==> src/design/dram_refresh_pkg.sv <==
// Constants and types for the DRAM refresh and synchronous DRAM signalling block.
//==============================================================================
package dram_refresh_pkg;

  localparam int unsigned CNT_W            = 8;
  localparam int unsigned PRESCALE_W       = 12;
  localparam logic [CNT_W-1:0] CNT_RESET   = 8'h00;
  localparam logic [2:0] LEN_RESET         = 3'h0;

  // Prescaler tap masks for clock select values 1 to 7; 0 stops the counter.
  localparam logic [PRESCALE_W-1:0] DIV4_MASK    = 12'h003;
  localparam logic [PRESCALE_W-1:0] DIV16_MASK   = 12'h00f;
  localparam logic [PRESCALE_W-1:0] DIV64_MASK   = 12'h03f;
  localparam logic [PRESCALE_W-1:0] DIV256_MASK  = 12'h0ff;
  localparam logic [PRESCALE_W-1:0] DIV1024_MASK = 12'h3ff;
  localparam logic [PRESCALE_W-1:0] DIV2048_MASK = 12'h7ff;
  localparam logic [PRESCALE_W-1:0] DIV4096_MASK = 12'hfff;

  localparam logic [2:0] MEMTYPE_SDRAM_A3   = 3'h2;
  localparam logic [2:0] MEMTYPE_SDRAM_A23  = 3'h3;
  localparam logic [1:0] BUS_SIZE_32        = 2'h3;
  localparam logic [3:0] BURST_LEN_4        = 4'h4;
  localparam logic [3:0] BURST_LEN_8        = 4'h8;
  localparam logic [5:0] SINGLE_BYTES_4     = 6'h10;
  localparam logic [5:0] SINGLE_BYTES_8     = 6'h20;
  localparam int unsigned ROW_SHIFT_BASE    = 8;

  typedef enum logic [3:0] {
    CMD_NOP, CMD_REF, CMD_SELF, CMD_PALL, CMD_PRE, CMD_ACTV,
    CMD_READ, CMD_READA, CMD_WRIT, CMD_WRITA, CMD_MRS
  } sdram_cmd_t;

  typedef enum logic [2:0] {
    ST_IDLE     = 3'b000,
    ST_CAS      = 3'b001,
    ST_RAS      = 3'b011,
    ST_PRE      = 3'b010,
    ST_SELF_CAS = 3'b110,
    ST_SELF     = 3'b111,
    ST_SELF_PRE = 3'b101
  } refresh_state_t;

endpackage : dram_refresh_pkg

==> src/design/dram_refresh_ctrl.sv <==
// Refresh timing, self-refresh and synchronous DRAM signalling for the memory bus.
`timescale 1ns/1ns
module dram_refresh_ctrl (
  // Clock and reset.
  input  wire logic                  i_clk,
  input  wire logic                  i_rst_n,
  // Refresh timer configuration.
  input  wire logic [2:0]            i_refresh_clock_select,
  input  wire logic [7:0]            i_refresh_interval_constant,
  input  wire logic                  i_refresh_counter_load,
  input  wire logic [7:0]            i_refresh_counter_wdata,
  input  wire logic                  i_refresh_mode_select,
  input  wire logic                  i_refresh_enable_bit,
  // Memory control configuration.
  input  wire logic [2:0]            i_ras_active_length,
  input  wire logic [2:0]            i_ras_precharge_length,
  input  wire logic                  i_strobe_float_control,
  input  wire logic [2:0]            i_memory_type_select,
  input  wire logic [1:0]            i_bus_size_field,
  input  wire logic                  i_burst_enable_bit,
  input  wire logic                  i_burst_len8_enable,
  input  wire logic                  i_little_endian,
  input  wire logic [2:0]            i_address_mux_select,
  input  wire logic                  i_address_mux_extension,
  // Bus and power state.
  input  wire logic                  i_bus_cycle_busy,
  input  wire logic                  i_bus_released,
  input  wire logic                  i_standby,
  input  wire logic                  i_self_refresh_req,
  input  wire logic                  i_freq_change,
  input  wire logic                  i_clock_unstable,
  // Synchronous DRAM access request.
  input  wire logic [3:0]            i_sdram_cmd,
  input  wire logic                  i_access_area3,
  input  wire logic                  i_row_phase,
  input  wire logic [25:0]           i_access_addr,
  input  wire logic [1:0]            i_access_size,
  input  wire logic                  i_beat_needed,
  input  wire logic                  i_beat_write,
  // Refresh status.
  output logic                       o_back_n,
  output logic                       o_refresh_pending,
  output logic                       o_refresh_active,
  output logic                       o_self_refresh_active,
  output logic [7:0]                 o_refresh_counter,
  // Memory strobes with output enables.
  output logic                       o_ras_n,
  output logic                       o_ras_oe,
  output logic [3:0]                 o_cas_n,
  output logic                       o_cas_oe,
  output logic                       o_column_strobe_sdram_n,
  output logic                       o_rd_wr,
  output logic                       o_area2_select_n,
  output logic                       o_area3_select_n,
  output logic                       o_cke,
  output logic [3:0]                 o_byte_lane_mask,
  output logic [25:0]                o_addr,
  // Synchronous DRAM configuration status.
  output logic                       o_sdram_area2,
  output logic                       o_sdram_area3,
  output logic                       o_bus_size_ok,
  output logic [3:0]                 o_burst_length,
  output logic [5:0]                 o_single_transfer_bytes
);

  //============================================================================
  // Refresh timer.
  logic [11:0]                       prescale_ff;
  logic [11:0]                       nxt_prescale;
  logic [7:0]                        counter_ff;
  logic [7:0]                        nxt_counter;
  logic [11:0]                       tap_mask;
  logic                              tick;
  logic                              match;
  logic                              refresh_on;

  always_comb begin
    case (i_refresh_clock_select)
      3'h1:    tap_mask = dram_refresh_pkg::DIV4_MASK;
      3'h2:    tap_mask = dram_refresh_pkg::DIV16_MASK;
      3'h3:    tap_mask = dram_refresh_pkg::DIV64_MASK;
      3'h4:    tap_mask = dram_refresh_pkg::DIV256_MASK;
      3'h5:    tap_mask = dram_refresh_pkg::DIV1024_MASK;
      3'h6:    tap_mask = dram_refresh_pkg::DIV2048_MASK;
      default: tap_mask = dram_refresh_pkg::DIV4096_MASK;
    endcase
    // Distributed refresh only while enabled, and not in standby.
    refresh_on = !i_refresh_mode_select && i_refresh_enable_bit && !i_standby;
    tick  = (i_refresh_clock_select != 3'h0) && ((prescale_ff & tap_mask) == tap_mask);
    match = refresh_on && (i_refresh_clock_select != 3'h0)
            && (counter_ff == i_refresh_interval_constant);
    nxt_prescale = (i_refresh_clock_select == 3'h0) ? 12'h000 : prescale_ff + 12'h001;
    if (i_refresh_counter_load) begin
      nxt_counter = i_refresh_counter_wdata;
    end else if (match) begin
      nxt_counter = dram_refresh_pkg::CNT_RESET;
    end else if (tick) begin
      nxt_counter = counter_ff + 8'h01;
    end else begin
      nxt_counter = counter_ff;
    end
  end

  always_ff @(posedge i_clk or negedge i_rst_n) begin
    if (!i_rst_n) begin
      prescale_ff <= 12'h000;
      counter_ff  <= dram_refresh_pkg::CNT_RESET;
    end else begin
      prescale_ff <= nxt_prescale;
      counter_ff  <= nxt_counter;
    end
  end

  //============================================================================
  // Refresh sequencer.
  dram_refresh_pkg::refresh_state_t state_ff;
  dram_refresh_pkg::refresh_state_t nxt_state;
  logic [2:0]                        len_ff;
  logic [2:0]                        nxt_len;
  logic                              pending_ff;
  logic                              nxt_pending;
  logic                              bus_free;
  logic                              start_refresh;
  logic                              self_exit_req;

  always_comb begin
    bus_free      = !i_bus_cycle_busy && !i_bus_released;
    start_refresh = (state_ff == dram_refresh_pkg::ST_IDLE) && pending_ff && bus_free
                    && !i_self_refresh_req;
    self_exit_req = 1'b0;
    nxt_state     = state_ff;
    nxt_len       = len_ff;
    case (state_ff)
      dram_refresh_pkg::ST_IDLE: begin
        if (start_refresh) begin
          nxt_state = dram_refresh_pkg::ST_CAS;
        end else if (i_self_refresh_req && bus_free) begin
          nxt_state = dram_refresh_pkg::ST_SELF_CAS;
        end
      end
      dram_refresh_pkg::ST_CAS: begin
        nxt_state = dram_refresh_pkg::ST_RAS;
        nxt_len   = i_ras_active_length;
      end
      dram_refresh_pkg::ST_RAS: begin
        if (len_ff == 3'h0) begin
          nxt_state = dram_refresh_pkg::ST_PRE;
          nxt_len   = i_ras_precharge_length;
        end else begin
          nxt_len = len_ff - 3'h1;
        end
      end
      dram_refresh_pkg::ST_PRE: begin
        if (len_ff == 3'h0) begin
          nxt_state = dram_refresh_pkg::ST_IDLE;
        end else begin
          nxt_len = len_ff - 3'h1;
        end
      end
      dram_refresh_pkg::ST_SELF_CAS: begin
        nxt_state = dram_refresh_pkg::ST_SELF;
      end
      dram_refresh_pkg::ST_SELF: begin
        // Self-refresh holds through standby until the request drops; reset returns it to idle.
        if (!i_self_refresh_req) begin
          nxt_state = dram_refresh_pkg::ST_SELF_PRE;
          nxt_len   = i_ras_precharge_length;
        end
      end
      dram_refresh_pkg::ST_SELF_PRE: begin
        if (len_ff == 3'h0) begin
          nxt_state     = dram_refresh_pkg::ST_IDLE;
          self_exit_req = 1'b1;
        end else begin
          nxt_len = len_ff - 3'h1;
        end
      end
      default: begin
        nxt_state = dram_refresh_pkg::ST_IDLE;
      end
    endcase
    // A fresh request wins over the clear and replaces any waiting one.
    if (match || self_exit_req) begin
      nxt_pending = 1'b1;
    end else if (start_refresh) begin
      nxt_pending = 1'b0;
    end else begin
      nxt_pending = pending_ff;
    end
  end

  always_ff @(posedge i_clk or negedge i_rst_n) begin
    if (!i_rst_n) begin
      state_ff   <= dram_refresh_pkg::ST_IDLE;
      len_ff     <= dram_refresh_pkg::LEN_RESET;
      pending_ff <= 1'b0;
    end else begin
      state_ff   <= nxt_state;
      len_ff     <= nxt_len;
      pending_ff <= nxt_pending;
    end
  end

  //============================================================================
  // Configuration decode.
  logic                              sdram_a2;
  logic                              sdram_a3;
  logic                              in_self;

  always_comb begin
    sdram_a3 = (i_memory_type_select == dram_refresh_pkg::MEMTYPE_SDRAM_A3)
               || (i_memory_type_select == dram_refresh_pkg::MEMTYPE_SDRAM_A23);
    sdram_a2 = (i_memory_type_select == dram_refresh_pkg::MEMTYPE_SDRAM_A23);
    in_self  = (state_ff == dram_refresh_pkg::ST_SELF_CAS)
               || (state_ff == dram_refresh_pkg::ST_SELF);
  end

  //============================================================================
  // Command and strobe encoding.
  logic                              nxt_ras_n;
  logic                              nxt_cas_n;
  logic                              nxt_we;
  logic                              nxt_a10;
  logic                              nxt_cs_active;
  logic                              nxt_cke;
  logic                              nxt_back_n;
  logic                              nxt_strobe_oe;
  logic                              ras_n_ff;
  logic                              cas_n_ff;
  logic                              we_ff;
  logic                              cs2_n_ff;
  logic                              cs3_n_ff;
  logic                              cke_ff;
  logic                              back_n_ff;
  logic                              strobe_oe_ff;
  logic                              nxt_cs2_n;
  logic                              nxt_cs3_n;
  logic [25:0]                       addr_ff;
  logic [25:0]                       nxt_addr;
  logic [4:0]                        row_shift;
  logic                              refreshing;

  always_comb begin
    refreshing    = (state_ff != dram_refresh_pkg::ST_IDLE);
    nxt_ras_n     = 1'b1;
    nxt_cas_n     = 1'b1;
    nxt_we        = 1'b1;
    nxt_a10       = 1'b0;
    nxt_cs_active = 1'b0;
    case (state_ff)
      // Column strobes lead, then RAS joins them; in SDRAM this is REF or SELF.
      dram_refresh_pkg::ST_CAS, dram_refresh_pkg::ST_SELF_CAS: begin
        nxt_cas_n = 1'b0;
      end
      dram_refresh_pkg::ST_RAS, dram_refresh_pkg::ST_SELF: begin
        nxt_cas_n     = 1'b0;
        nxt_ras_n     = 1'b0;
        nxt_cs_active = 1'b1;
      end
      default: begin
        if (!refreshing && !i_bus_released) begin
          nxt_cs_active = (i_sdram_cmd != dram_refresh_pkg::CMD_NOP);
          case (i_sdram_cmd)
            dram_refresh_pkg::CMD_REF, dram_refresh_pkg::CMD_SELF: begin
              nxt_ras_n = 1'b0;
              nxt_cas_n = 1'b0;
            end
            dram_refresh_pkg::CMD_PALL, dram_refresh_pkg::CMD_PRE: begin
              nxt_ras_n = 1'b0;
              nxt_we    = 1'b0;
              nxt_a10   = (i_sdram_cmd == dram_refresh_pkg::CMD_PALL);
            end
            dram_refresh_pkg::CMD_ACTV: begin
              nxt_ras_n = 1'b0;
            end
            dram_refresh_pkg::CMD_READ, dram_refresh_pkg::CMD_READA: begin
              nxt_cas_n = 1'b0;
              nxt_a10   = (i_sdram_cmd == dram_refresh_pkg::CMD_READA);
            end
            dram_refresh_pkg::CMD_WRIT, dram_refresh_pkg::CMD_WRITA: begin
              nxt_cas_n = 1'b0;
              nxt_we    = 1'b0;
              nxt_a10   = (i_sdram_cmd == dram_refresh_pkg::CMD_WRITA);
            end
            dram_refresh_pkg::CMD_MRS: begin
              nxt_ras_n = 1'b0;
              nxt_cas_n = 1'b0;
              nxt_we    = 1'b0;
            end
            default: begin
              nxt_cs_active = 1'b0;
            end
          endcase
        end
      end
    endcase
    // Only the area selects are per area; refresh selects every SDRAM area.
    nxt_cs3_n = !(nxt_cs_active && sdram_a3 && (refreshing || i_access_area3));
    nxt_cs2_n = !(nxt_cs_active && sdram_a2 && (refreshing || !i_access_area3));
    nxt_cke   = !(i_freq_change || i_clock_unstable || in_self);
    // Acknowledge goes high while a refresh waits; otherwise it tracks the release.
    nxt_back_n    = nxt_pending ? 1'b1 : !i_bus_released;
    nxt_strobe_oe = !((i_bus_released || i_standby) && !i_strobe_float_control);
    // Row phase shifts by the multiplex setting; unguaranteed pins are driven low.
    row_shift = 5'(dram_refresh_pkg::ROW_SHIFT_BASE) + {2'h0, i_address_mux_select}
                + {4'h0, i_address_mux_extension};
    if (refreshing) begin
      nxt_addr = 26'h0000000;
    end else if (i_row_phase) begin
      nxt_addr = (i_access_addr >> row_shift) & 26'h003fffc;
    end else begin
      nxt_addr = i_access_addr & 26'h003fffc;
    end
    nxt_addr[12] = nxt_addr[12] | nxt_a10;
  end

  always_ff @(posedge i_clk or negedge i_rst_n) begin
    if (!i_rst_n) begin
      ras_n_ff     <= 1'b1;
      cas_n_ff     <= 1'b1;
      we_ff        <= 1'b1;
      cs2_n_ff     <= 1'b1;
      cs3_n_ff     <= 1'b1;
      cke_ff       <= 1'b1;
      back_n_ff    <= 1'b1;
      strobe_oe_ff <= 1'b1;
      addr_ff      <= 26'h0000000;
    end else begin
      ras_n_ff     <= nxt_ras_n;
      cas_n_ff     <= nxt_cas_n;
      we_ff        <= nxt_we;
      cs2_n_ff     <= nxt_cs2_n;
      cs3_n_ff     <= nxt_cs3_n;
      cke_ff       <= nxt_cke;
      back_n_ff    <= nxt_back_n;
      strobe_oe_ff <= nxt_strobe_oe;
      addr_ff      <= nxt_addr;
    end
  end

  //============================================================================
  // Byte lane masks.
  logic [3:0]                        lane_need;
  logic [3:0]                        mask_ff;
  logic [3:0]                        nxt_mask;

  genvar lane;
  generate
    for (lane = 0; lane < 4; lane++) begin : g_lane
      always_comb begin
        case (i_access_size)
          2'h0:    lane_need[lane] = (i_access_addr[1:0] == 2'(lane));
          2'h1:    lane_need[lane] = (i_access_addr[1] == (lane >= 2));
          default: lane_need[lane] = 1'b1;
        endcase
        // Low enables a lane; unneeded write beats keep every lane masked.
        if (!i_beat_needed && i_beat_write) begin
          nxt_mask[lane] = 1'b1;
        end else if (i_little_endian) begin
          nxt_mask[lane] = !lane_need[lane];
        end else begin
          nxt_mask[lane] = !lane_need[3 - lane];
        end
      end
    end
  endgenerate

  always_ff @(posedge i_clk or negedge i_rst_n) begin
    if (!i_rst_n) begin
      mask_ff <= 4'hf;
    end else begin
      mask_ff <= nxt_mask;
    end
  end

  //============================================================================
  // Outputs.
  assign o_back_n                = back_n_ff;
  assign o_refresh_pending       = pending_ff;
  assign o_refresh_active        = refreshing;
  assign o_self_refresh_active   = in_self;
  assign o_refresh_counter       = counter_ff;
  assign o_ras_n                 = ras_n_ff;
  assign o_ras_oe                = strobe_oe_ff;
  assign o_cas_n                 = {4{cas_n_ff}};
  assign o_cas_oe                = strobe_oe_ff;
  assign o_column_strobe_sdram_n = cas_n_ff;
  assign o_rd_wr                 = we_ff;
  assign o_area2_select_n        = cs2_n_ff;
  assign o_area3_select_n        = cs3_n_ff;
  assign o_cke                   = cke_ff;
  assign o_byte_lane_mask        = mask_ff;
  assign o_addr                  = addr_ff;
  assign o_sdram_area2           = sdram_a2;
  assign o_sdram_area3           = sdram_a3;
  // Burst enable has no effect on synchronous DRAM bursts.
  assign o_bus_size_ok  = (i_bus_size_field == dram_refresh_pkg::BUS_SIZE_32)
                          || (!sdram_a3 && !i_burst_enable_bit && i_burst_enable_bit);
  assign o_burst_length = i_burst_len8_enable ? dram_refresh_pkg::BURST_LEN_8
                                              : dram_refresh_pkg::BURST_LEN_4;
  assign o_single_transfer_bytes = i_burst_len8_enable ? dram_refresh_pkg::SINGLE_BYTES_8
                                                       : dram_refresh_pkg::SINGLE_BYTES_4;

endmodule : dram_refresh_ctrl

==> config.mk <==
export PLATFORM = sky130hd
export DESIGN_NAME = dram_refresh_ctrl
export DESIGN_NICKNAME = d
export VERILOG_FILES = /design/src/design/dram_refresh_pkg.sv /design/src/design/dram_refresh_ctrl.sv
export SDC_FILE = /design/constraint.sdc
export NUM_CORES = 1
export LEC_CHECK = 0
export BUFFER_PORTS_ARGS = -buffer_cell sky130_fd_sc_hd__buf_2
export CAP_MARGIN = 20
export CORE_MARGIN = 2
export CORE_UTILIZATION = 45
export CTS_CLUSTER_SIZE = 40
export DETAILED_ROUTE_END_ITERATION = 8
export PLACE_DENSITY_LB_ADDON = 0.25
export SLEW_MARGIN = 0
export SYNTH_ARGS = -nofsm -noshare
export SYNTH_HDL_FRONTEND = slang
export SYNTH_SLANG_ARGS = --single-unit
==> constraint.sdc <==
create_clock -name i_clk -period 3.9 [get_ports i_clk]
set_clock_uncertainty 0.05 [all_clocks]
set_input_delay 0.39 -clock i_clk [delete_from_list [all_inputs] [get_ports i_clk]]
set_output_delay 0.39 -clock i_clk [all_outputs]
set_load 0.05 [all_outputs]
Word-level counts from Yosys, hierarchy flattened --
Cells that the tools add are included.
Operators by class: $add $sub $neg 5, equal/unequal tests 36, shifts and indexed selects 1, multiplexer cells 51, bitwise logic cells 3, reductions and logical operators 70
Operators by type and width (number):
- 12-bit one-hot mux with 6 select lines | 1
- 18-bit 2-to-1 mux | 2
- 26-bit by 5-bit >> shifter with 18-bit output | 1
- 1-bit 2-to-1 mux | 25
- 3-bit 2-to-1 mux | 8
- 8-bit 2-to-1 mux | 3
- 1-bit logical AND | 19
- 1-bit zero test | 19
- 3-bit by 2-bit equality test with 1-bit output (second input constant) | 6
- 3-bit equality test (second input constant) | 6
- 3-bit one-hot mux with 6 select lines | 1
- 4-bit by 3-bit equality test with 1-bit output (second input constant) | 4
- 12-bit by 1-bit adder with 12-bit output (second input constant) | 1
- 12-bit bitwise AND | 1
- 12-bit equality test | 1
- 4-bit equality test (second input constant) | 3
- 12-bit 2-to-1 mux | 1
- 1-bit one-hot mux with 2 select lines | 6
- 3-bit one-hot mux with 4 select lines | 1
- 2-bit OR reduction | 6
- 10-bit OR reduction | 1
- 3-bit zero test | 3
- 1-bit logical OR | 9
- 3-bit nonzero test | 3
- 26 further kinds | 35
Word-level totals: register bits 65, word-level logic and storage cells 181

Depth between registers and ports, before layout --
Gate-level depths: netlist of run 1.
depth in word-level cells 8, gate-level depth with buffers 9

Worst setup path before layout of run 1 --
OpenSTA, ideal clock, no wires.
path kind input-to-reg, start input i_address_mux_select[0], end register addr_ff[5] (netlist: o_addr[5]), setup time 126 ps, arrival time 2209 ps, path slack 1515 ps, stages on the path 9, buffers on the path 2, cell sequence ha_1 > ha_1 > buf_4 > buf_1 > mux4_2 > mux2i_1 > o22ai_1 > a311oi_1 > nor2_1
Between the ends: word-level cells in the longest chain between the ends 5
Ends and longest elaborated chain:
- start: declaration | RTL line dram_refresh_ctrl.sv:23 | input wire logic [2:0] i_address_mux_select,
- 4-bit by 3-bit adder with 5-bit output | RTL line dram_refresh_ctrl.sv:305 | row_shift = 5'(dram_refresh_pkg::ROW_SHIFT_BASE) + {2'h0, i_address_mux_select}
- 5-bit by 1-bit adder with 5-bit output | RTL line dram_refresh_ctrl.sv:306 | + {4'h0, i_address_mux_extension};
- 26-bit by 5-bit >> shifter with 18-bit output | RTL line dram_refresh_ctrl.sv:310 | nxt_addr = (i_access_addr >> row_shift) & 26'h003fffc;
- 18-bit 2-to-1 mux | RTL line dram_refresh_ctrl.sv:309 | end else if (i_row_phase) begin
- 18-bit 2-to-1 mux | RTL line dram_refresh_ctrl.sv:307 | if (refreshing) begin
- net nxt_addr[5] | RTL line dram_refresh_ctrl.sv:239 | logic [25:0] nxt_addr;
- end signal: assignment | RTL line dram_refresh_ctrl.sv:337 | addr_ff <= nxt_addr;
- end: declaration | RTL line dram_refresh_ctrl.sv:238 | logic [25:0] addr_ff;
The timed path passes the listed nets, and every way through them passes these cells. A chain may end at the register's enable or synchronous reset.

Worst setup path after layout of run 1 --
start input i_address_mux_select[0], end register addr_ff[2] (netlist: o_addr[2])
Same word-level chain as after synthesis.

==> results.yml, run 1 <==
worst_setup_path:
  crit_required_ns: 4.03
  cp_max_fo: 18
  timing.critical_path.slowest_stage_cell: "ha_1"
  worst-endpoint-arrival_ns: 2.83
  start_kind: "primary input"
  slowest_stage_delay_cp_ns: 0.82
  critical_path_start_end_classification: "in2reg"
  setup.worst_path.end_class: "register"
  crit_top_cell: "nand2_1"
  cp_cell_sequence: "buf_2, ha_1, buf_4, mux4_2, nand2_1, nand2_1, a221oi_1, nor2_1"
detailed_routing:
  dr_total_vias: 3906
  drt_iter0_drc: 144
  detail_route.vias_per_cell: 5.67
  drt.antenna.violating_nets: 0
  drtPass1Iterations: 5
  drc: 0
  finalWirelength_um: 10800
  drt-wirelength-per-cell_um: 15.7
yosys:
  syn-instance-count: 465
  dominantRegCellSynth: "dfrtp_1"
  async_sr_flop_fraction: 1.00
  synth_edf_count: 0
  ys_top_cells_by_area: "dfrtp_1 25%, mux4_2 11%, dfstp_2 7.4%, nand2_1 4.7%, buf_4 4.6%"
  syn-cell-area_um2: 4250
  yosys.area.top_type: "dfrtp_1"
  netlist_top_cells_count: "53 x nand2_1, 43 x dfrtp_1, 41 x nor2_1"
  yosys_warnings: 0
  ys_seq_elements: 55
  most_frequent_cell_after_synthesis: "nand2_1"
  synth_cell_type_count: 68
  synth_top_area_share: 0.253
  share_of_the_yosys_chip_area_belonging_to_registers: 0.328
  synthesis.area_per_instance_um2: 9.13
run_status:
  status: "finished, final reports clean"
cts:
  tritoncts_buffer_count: 5
  clk-insertion-delay-late_ns: 0.31
  cts_resized: 0
  postCtsHoldBufs: 0
  numClockSinks: 55
  cts_tree: "yes"
  cts.clk_slew.worst_paths_ns: 0.10
  cts_buffer_depth: 2
  clock_tree.root_cell: "clkbuf_8"
  post_cts_buffers: 0
  cts-htree-levels: 2
final_layout:
  insertedDiodeCount: 0
  finish.instance_area_um2: 4960
  finalCoreUtilization: 0.539
  layout-area-overhead-vs-synth_pct: 16.8
  multi_input_gate_area_um2: 2550
  finalNetCount: 669
  final.fill_count: 865
  drive_gt1_frac: 0.332
  final-seq-area_um2: 1390
sta:
  final_critical_path_setup_slack_ns: 1.20
  maxSlewHeadroom: 0.425
  rsz0062_at_grt: "false"
  finalCritPeriodShare: 0.693
  final.min_clock_period_ns: 2.70
  final-max-slew-violation-count: 0
  worstMarginPinSlew_ns: 0.862
  timing.final.hold_violations: 0
  final.setup.tns_ns: 0
  timing.fmax_mhz: 370
  report.final.setup_viol: 0
floorplan:
  core_area_um2: 9200
  die_height_um: 101
  die_span_in_x_um: 101
  io-pin-count: 152
  initial_core_util: 0.462
  dieArea_um2: 10200
  num_rows: 35
global_routing:
  antenna_found_initial: 0
  grt_usage: 0.211
  grt_pass1_wl_um: 17300
  grt_overflow_total: 0
  first_global_vias: 3595
  grt_start_max_net_pins: 33
placement:
  globalplace.congestion: 0.888
  placedInstanceArea_um2: 4840
  placement.setup.worst_slack_ns: 0.867
  numPortBuffers: 134
  dp_hpwl_um: 8420
min_path:
  hp-class: "in2async"
power_and_ir_drop:
  clock_network_fraction_of_design_power: 0.159
  pwr_density_nw_per_um2: 497
  sw_frac_of_total: 0.467
  share_seq_of_total_power: 0.337
  internal_power_mw: 1.32
  pwr-share-comb: 0.504
  total_leakage_power_nw: 2.33
  ir_drop_v: 0.000266
  power_switching_mw: 1.15
job:
  cap_violations: 0
## final timing paths
check                                        startpoint               to  slack [ns]  cells past startpoint
worst max-delay path            i_address_mux_select[0]        o_addr[2]        1.20                      8
worst min register to register           prescale_ff[0]   prescale_ff[0]        0.44                      1
max in group asynchronous                       i_rst_n         o_back_n        2.89                      2
worst min-delay path                            i_rst_n  prescale_ff[11]        0.07                      1
worst max register to register              state_ff[1]        o_addr[3]        1.61                      4
min in group i_clk                     i_clock_unstable            o_cke        0.14                      2
## cell usage in the layout, fill, tap and decap left out, types with 7 or more instances in the layout
| cell type | n |
|---|---|
| buf_2 | 134 |
| nand2_1 | 53 |
| dfrtp_1 | 43 |
| nor2_1 | 41 |
| o21ai_0 | 29 |
| mux4_2 | 20 |
| mux2i_1 | 17 |
| a21oi_1 | 16 |
| conb_1 | 16 |
| xor2_1 | 15 |
| nand3_1 | 14 |
| inv_1 | 12 |
| dfstp_2 | 12 |
| nor2b_1 | 9 |
| nand4_1 | 8 |
| o21ai_1 | 8 |
| nand2b_1 | 7 |
| ha_1 | 7 |
## flip-flops by register name (all words and copies together), names as in the netlist
name                     count
o_addr                      16
prescale_ff                 12
o_refresh_counter            8
o_byte_lane_mask             4
len_ff                       3
state_ff                     3
o_area2_select_n             1
o_area3_select_n             1
o_back_n                     1
o_cas_oe                     1
o_cke                        1
o_column_strobe_sdram_n      1
o_ras_n                      1
o_rd_wr                      1
o_refresh_pending            1
## logic make-up (layout without fill, tap and decap cells)
kind of cell | count (synthesis) | count (layout) | synth area share
simple gates | 169 | 169 | 0.193
other cells | 1 | 16 | 0.000883
buf+inv | 64 | 162 | 0.0855
xor+xnor | 21 | 21 | 0.0433
flops | 55 | 55 | 0.328
compound gates | 109 | 109 | 0.177
mux | 39 | 39 | 0.151
fa+ha+maj | 7 | 7 | 0.0206
## final cells by class
cell class / count / share of cell area
clock buffer: 6 / 0.0166
clock inverter: 2 / 0.00706
inverter: 15 / 0.0114
multi-input combinational: 361 / 0.514
sequential: 55 / 0.281
tap: 111 / 0.0280
timing repair buffer: 139 / 0.143
## power groups by stage
stage	logic [mW]	clock network, mW	registers [mW]
2_1_floorplan	0.818	0	1.01
3_3_place_gp	1.22	0	0.833
3_5_place_dp	1.24	0	0.840
4_1_cts	1.25	0.411	0.828
5_1_grt	1.36	0.426	0.852
6_report	1.24	0.392	0.830
## worst max-delay path, delay by kind of cell
kind | cells | cell delay [ns]
mux | 1 | 0.54
fa+ha+maj | 1 | 0.82
buf+inv | 2 | 0.42
compound gates | 1 | 0.36
simple gates | 3 | 0.30
## layer usage
metal  share of wire  track usage  up-vias
met2            0.49        0.366      165
met5               0            0        -
met4           0.019       0.0665        0
li1                -            -     1881
met1            0.42        0.274     1845
met3           0.069       0.0283       15
## through the flow
| step | hold WS [ns] | std cells | power, mW |
|---|---|---|---|
| after floorplan | 0.0444 | 480 | 1.83 |
| after global placement | 0.421 | 681 | 2.06 |
| after detailed placement | 0.426 | 681 | 2.08 |
| after CTS | 0.0945 | 689 | 2.48 |
| after global routing | 0.127 | 689 | 2.63 |
| final | 0.0714 | 689 | 2.47 |
No activity file was read; power rests on OpenSTA's default activity.
==> run 2: changes to the inputs <==
==> constraint.sdc (replaced) <==
create_clock -name i_clk -period 2.8 [get_ports i_clk]
set_clock_uncertainty 0.05 [all_clocks]
set_input_delay 0.28 -clock i_clk [delete_from_list [all_inputs] [get_ports i_clk]]
set_output_delay 0.28 -clock i_clk [all_outputs]
set_load 0.05 [all_outputs]
==> run 2 against run 1 <==
  * First-iteration DRC count is 16% higher
  * Design area rose by 0.71%
  * Sequential cell count unchanged
  * Core utilization grew 0.38 points
  * Hold slack lost 0.037 ns
  * Critical endpoint unchanged
  * Routed wire length fell by 1.0%
  * Non-clock buffer count up 4
==> results.yml, run 2 (synthesis gave the netlist of run 1 again) <==
placement:
  dp_hpwl_um: 8450
  place.detailed.instances: 684
  globalplace.congestion: 0.883
  numPortBuffers: 134
  placedInstanceArea_um2: 4890
floorplan:
  num_rows: 35
  io-pin-count: 152
  die_span_in_x_um: 101
  die_height_um: 101
  core_area_um2: 9200
  initial_core_util: 0.462
  dieArea_um2: 10200
sta:
  timing.fmax_mhz: 437
  rsz0062_at_grt: "false"
  final-max-slew-violation-count: 0
  final.min_clock_period_ns: 2.29
  finalCritPeriodShare: 0.816
  final.setup.tns_ns: 0
  whs_ns: 0.0340
  timing.final.hold_violations: 0
  maxSlewHeadroom: 0.443
  report.final.setup_viol: 0
  worstMarginPinSlew_ns: 0.836
cts:
  tritoncts_buffer_count: 5
  post_cts_buffers: 0
  numClockSinks: 55
  clk-insertion-delay-late_ns: 0.31
  cts_tree: "yes"
  clock_tree.root_cell: "clkbuf_8"
  cts.clk_slew.worst_paths_ns: 0.09
  cts_buffer_depth: 2
  cts_resized: 0
  postCtsHoldBufs: 1
  cts-htree-levels: 2
detailed_routing:
  detail_route.vias_per_cell: 5.65
  drt.antenna.violating_nets: 0
  drc: 0
  drt_iter0_drc: 167
  dr_total_vias: 3916
  drt-wirelength-per-cell_um: 15.4
  finalWirelength_um: 10700
  drtPass1Iterations: 4
final_layout:
  final.fill_count: 862
  finish.cell_count_without_fillers: 693
  finish.instance_area_um2: 4990
  largest_register_ffs: 16
  layout_commonest_cell: "buf_2"
  mostFrequentLayoutCells: "134 x buf_2, 53 x nand2_1, 43 x dfrtp_1, 41 x nor2_1, 29 x o21ai_0"
  finalCoreUtilization: 0.543
  drive_gt1_frac: 0.333
  layout-area-overhead-vs-synth_pct: 17.7
  insertedDiodeCount: 0
  finalNetCount: 673
job:
  cap_violations: 0
worst_setup_path:
  cp_cell_sequence: "buf_2, ha_1, ha_1, buf_4, mux4_2, nand2_1, nand2_1, a221oi_1, nor2_1"
  timing.reg2reg.setup_slack_ns: 0.59
  timing.critical_path.slowest_stage_cell: "ha_1"
  crit_required_ns: 2.94
  setup.worst_path.end_class: "register"
  slowest_stage_delay_cp_ns: 0.51
  r2r_end: "o_refresh_counter[2]"
  start_kind: "primary input"
  critical_path_start_end_classification: "in2reg"
  timing.rr.start: "prescale_ff[4]"
  cp_max_fo: 7
  worst-endpoint-arrival_ns: 2.43
  r2r_cells: 5
global_routing:
  first_global_vias: 3598
  grt_util_met2: 0.352
  grt_pass1_wl_um: 17400
  grt_util_met1: 0.285
  grt_usage: 0.211
  busiest_layer: "met2"
  gr-usage-met3: 0.0290
  grt_overflow_total: 0
  antenna_found_initial: 0
  grt_start_max_net_pins: 27
min_path:
  whs_path_depth: 2
  timing.hold.worst_endpoint: "o_cke"
  hold_path_startpoint: "i_freq_change"
  hp-class: "in2reg"
run_status:
  status: "finished, final reports clean"
power_and_ir_drop:
  pwr_density_nw_per_um2: 676
  total_leakage_power_nw: 2.34
  ir_drop_v: 0.000406
run 2: changes by cell type in the layout (fill, tap and decap cells not counted):
cell,delta
buf_12,+2
dlygate4sd3_1,+1
clkinv_2,-1
buf_4,+1
bufinv_16,-1
clkbuf_1,+1
inv_6,+1
run 2: report_power, final:
| group | switching [mW] | internal [mW] |
|---|---|---|
| Sequential | 0.178 | 0.975 |
| Clock | 0.259 | 0.205 |
| Combinational | 1.17 | 0.586 |
| Total | 1.61 | 1.77 |
run 2: worst max-delay path, delay by kind of cell:
kind / cells / cell delay (ns)
adders and majority gates: 2 / 0.72
buffers and inverters: 2 / 0.32
and+or+nand+nor: 3 / 0.28
muxes: 1 / 0.51
AOI/OAI and AO/OA: 1 / 0.32
run 2: routing by layer:
| layer | routed length, µm | up-vias |
|---|---|---|
| met1 | 4690 | 1871 |
| met5 | 0 | - |
| met4 | 176 | 0 |
| met3 | 586 | 14 |
| li1 | - | 1894 |
| met2 | 5240 | 137 |
run 2: layout make-up:
class | instances | area, µm² | area share
repair buffers | 143 | 766 | 0.153
well taps | 111 | 139 | 0.0278
clock buffers | 7 | 86.3 | 0.0173
clock inverters | 1 | 8.76 | 0.00175
flip-flops and latches | 55 | 1390 | 0.279
multi-input cells | 361 | 2550 | 0.510
inverters | 15 | 56.3 | 0.0113
run 2: how the worst max path moves through the flow:
stage | to | startpoint | slack (ns)
5_1_grt | len_ff[2] | len_ff[0] | 0.42
6_report | o_addr[2] | i_address_mux_select[0] | 0.51
3_3_place_gp | o_addr[2] | i_address_mux_select[0] | 0.22
3_5_place_dp | o_addr[2] | i_address_mux_select[0] | 0.19
2_1_floorplan | o_addr[5] | i_address_mux_select[0] | 0.53
4_1_cts | o_addr[2] | i_address_mux_select[0] | 0.52
run 2: stage by stage:
| stage | power [mW] | setup slack [ns] |
|---|---|---|
| after floorplan | 2.55 | 0.525 |
| final | 3.38 | 0.514 |
| after global placement | 2.89 | 0.218 |
| after CTS | 3.40 | 0.524 |
| after global routing | 3.62 | 0.419 |
| after detailed placement | 2.92 | 0.187 |
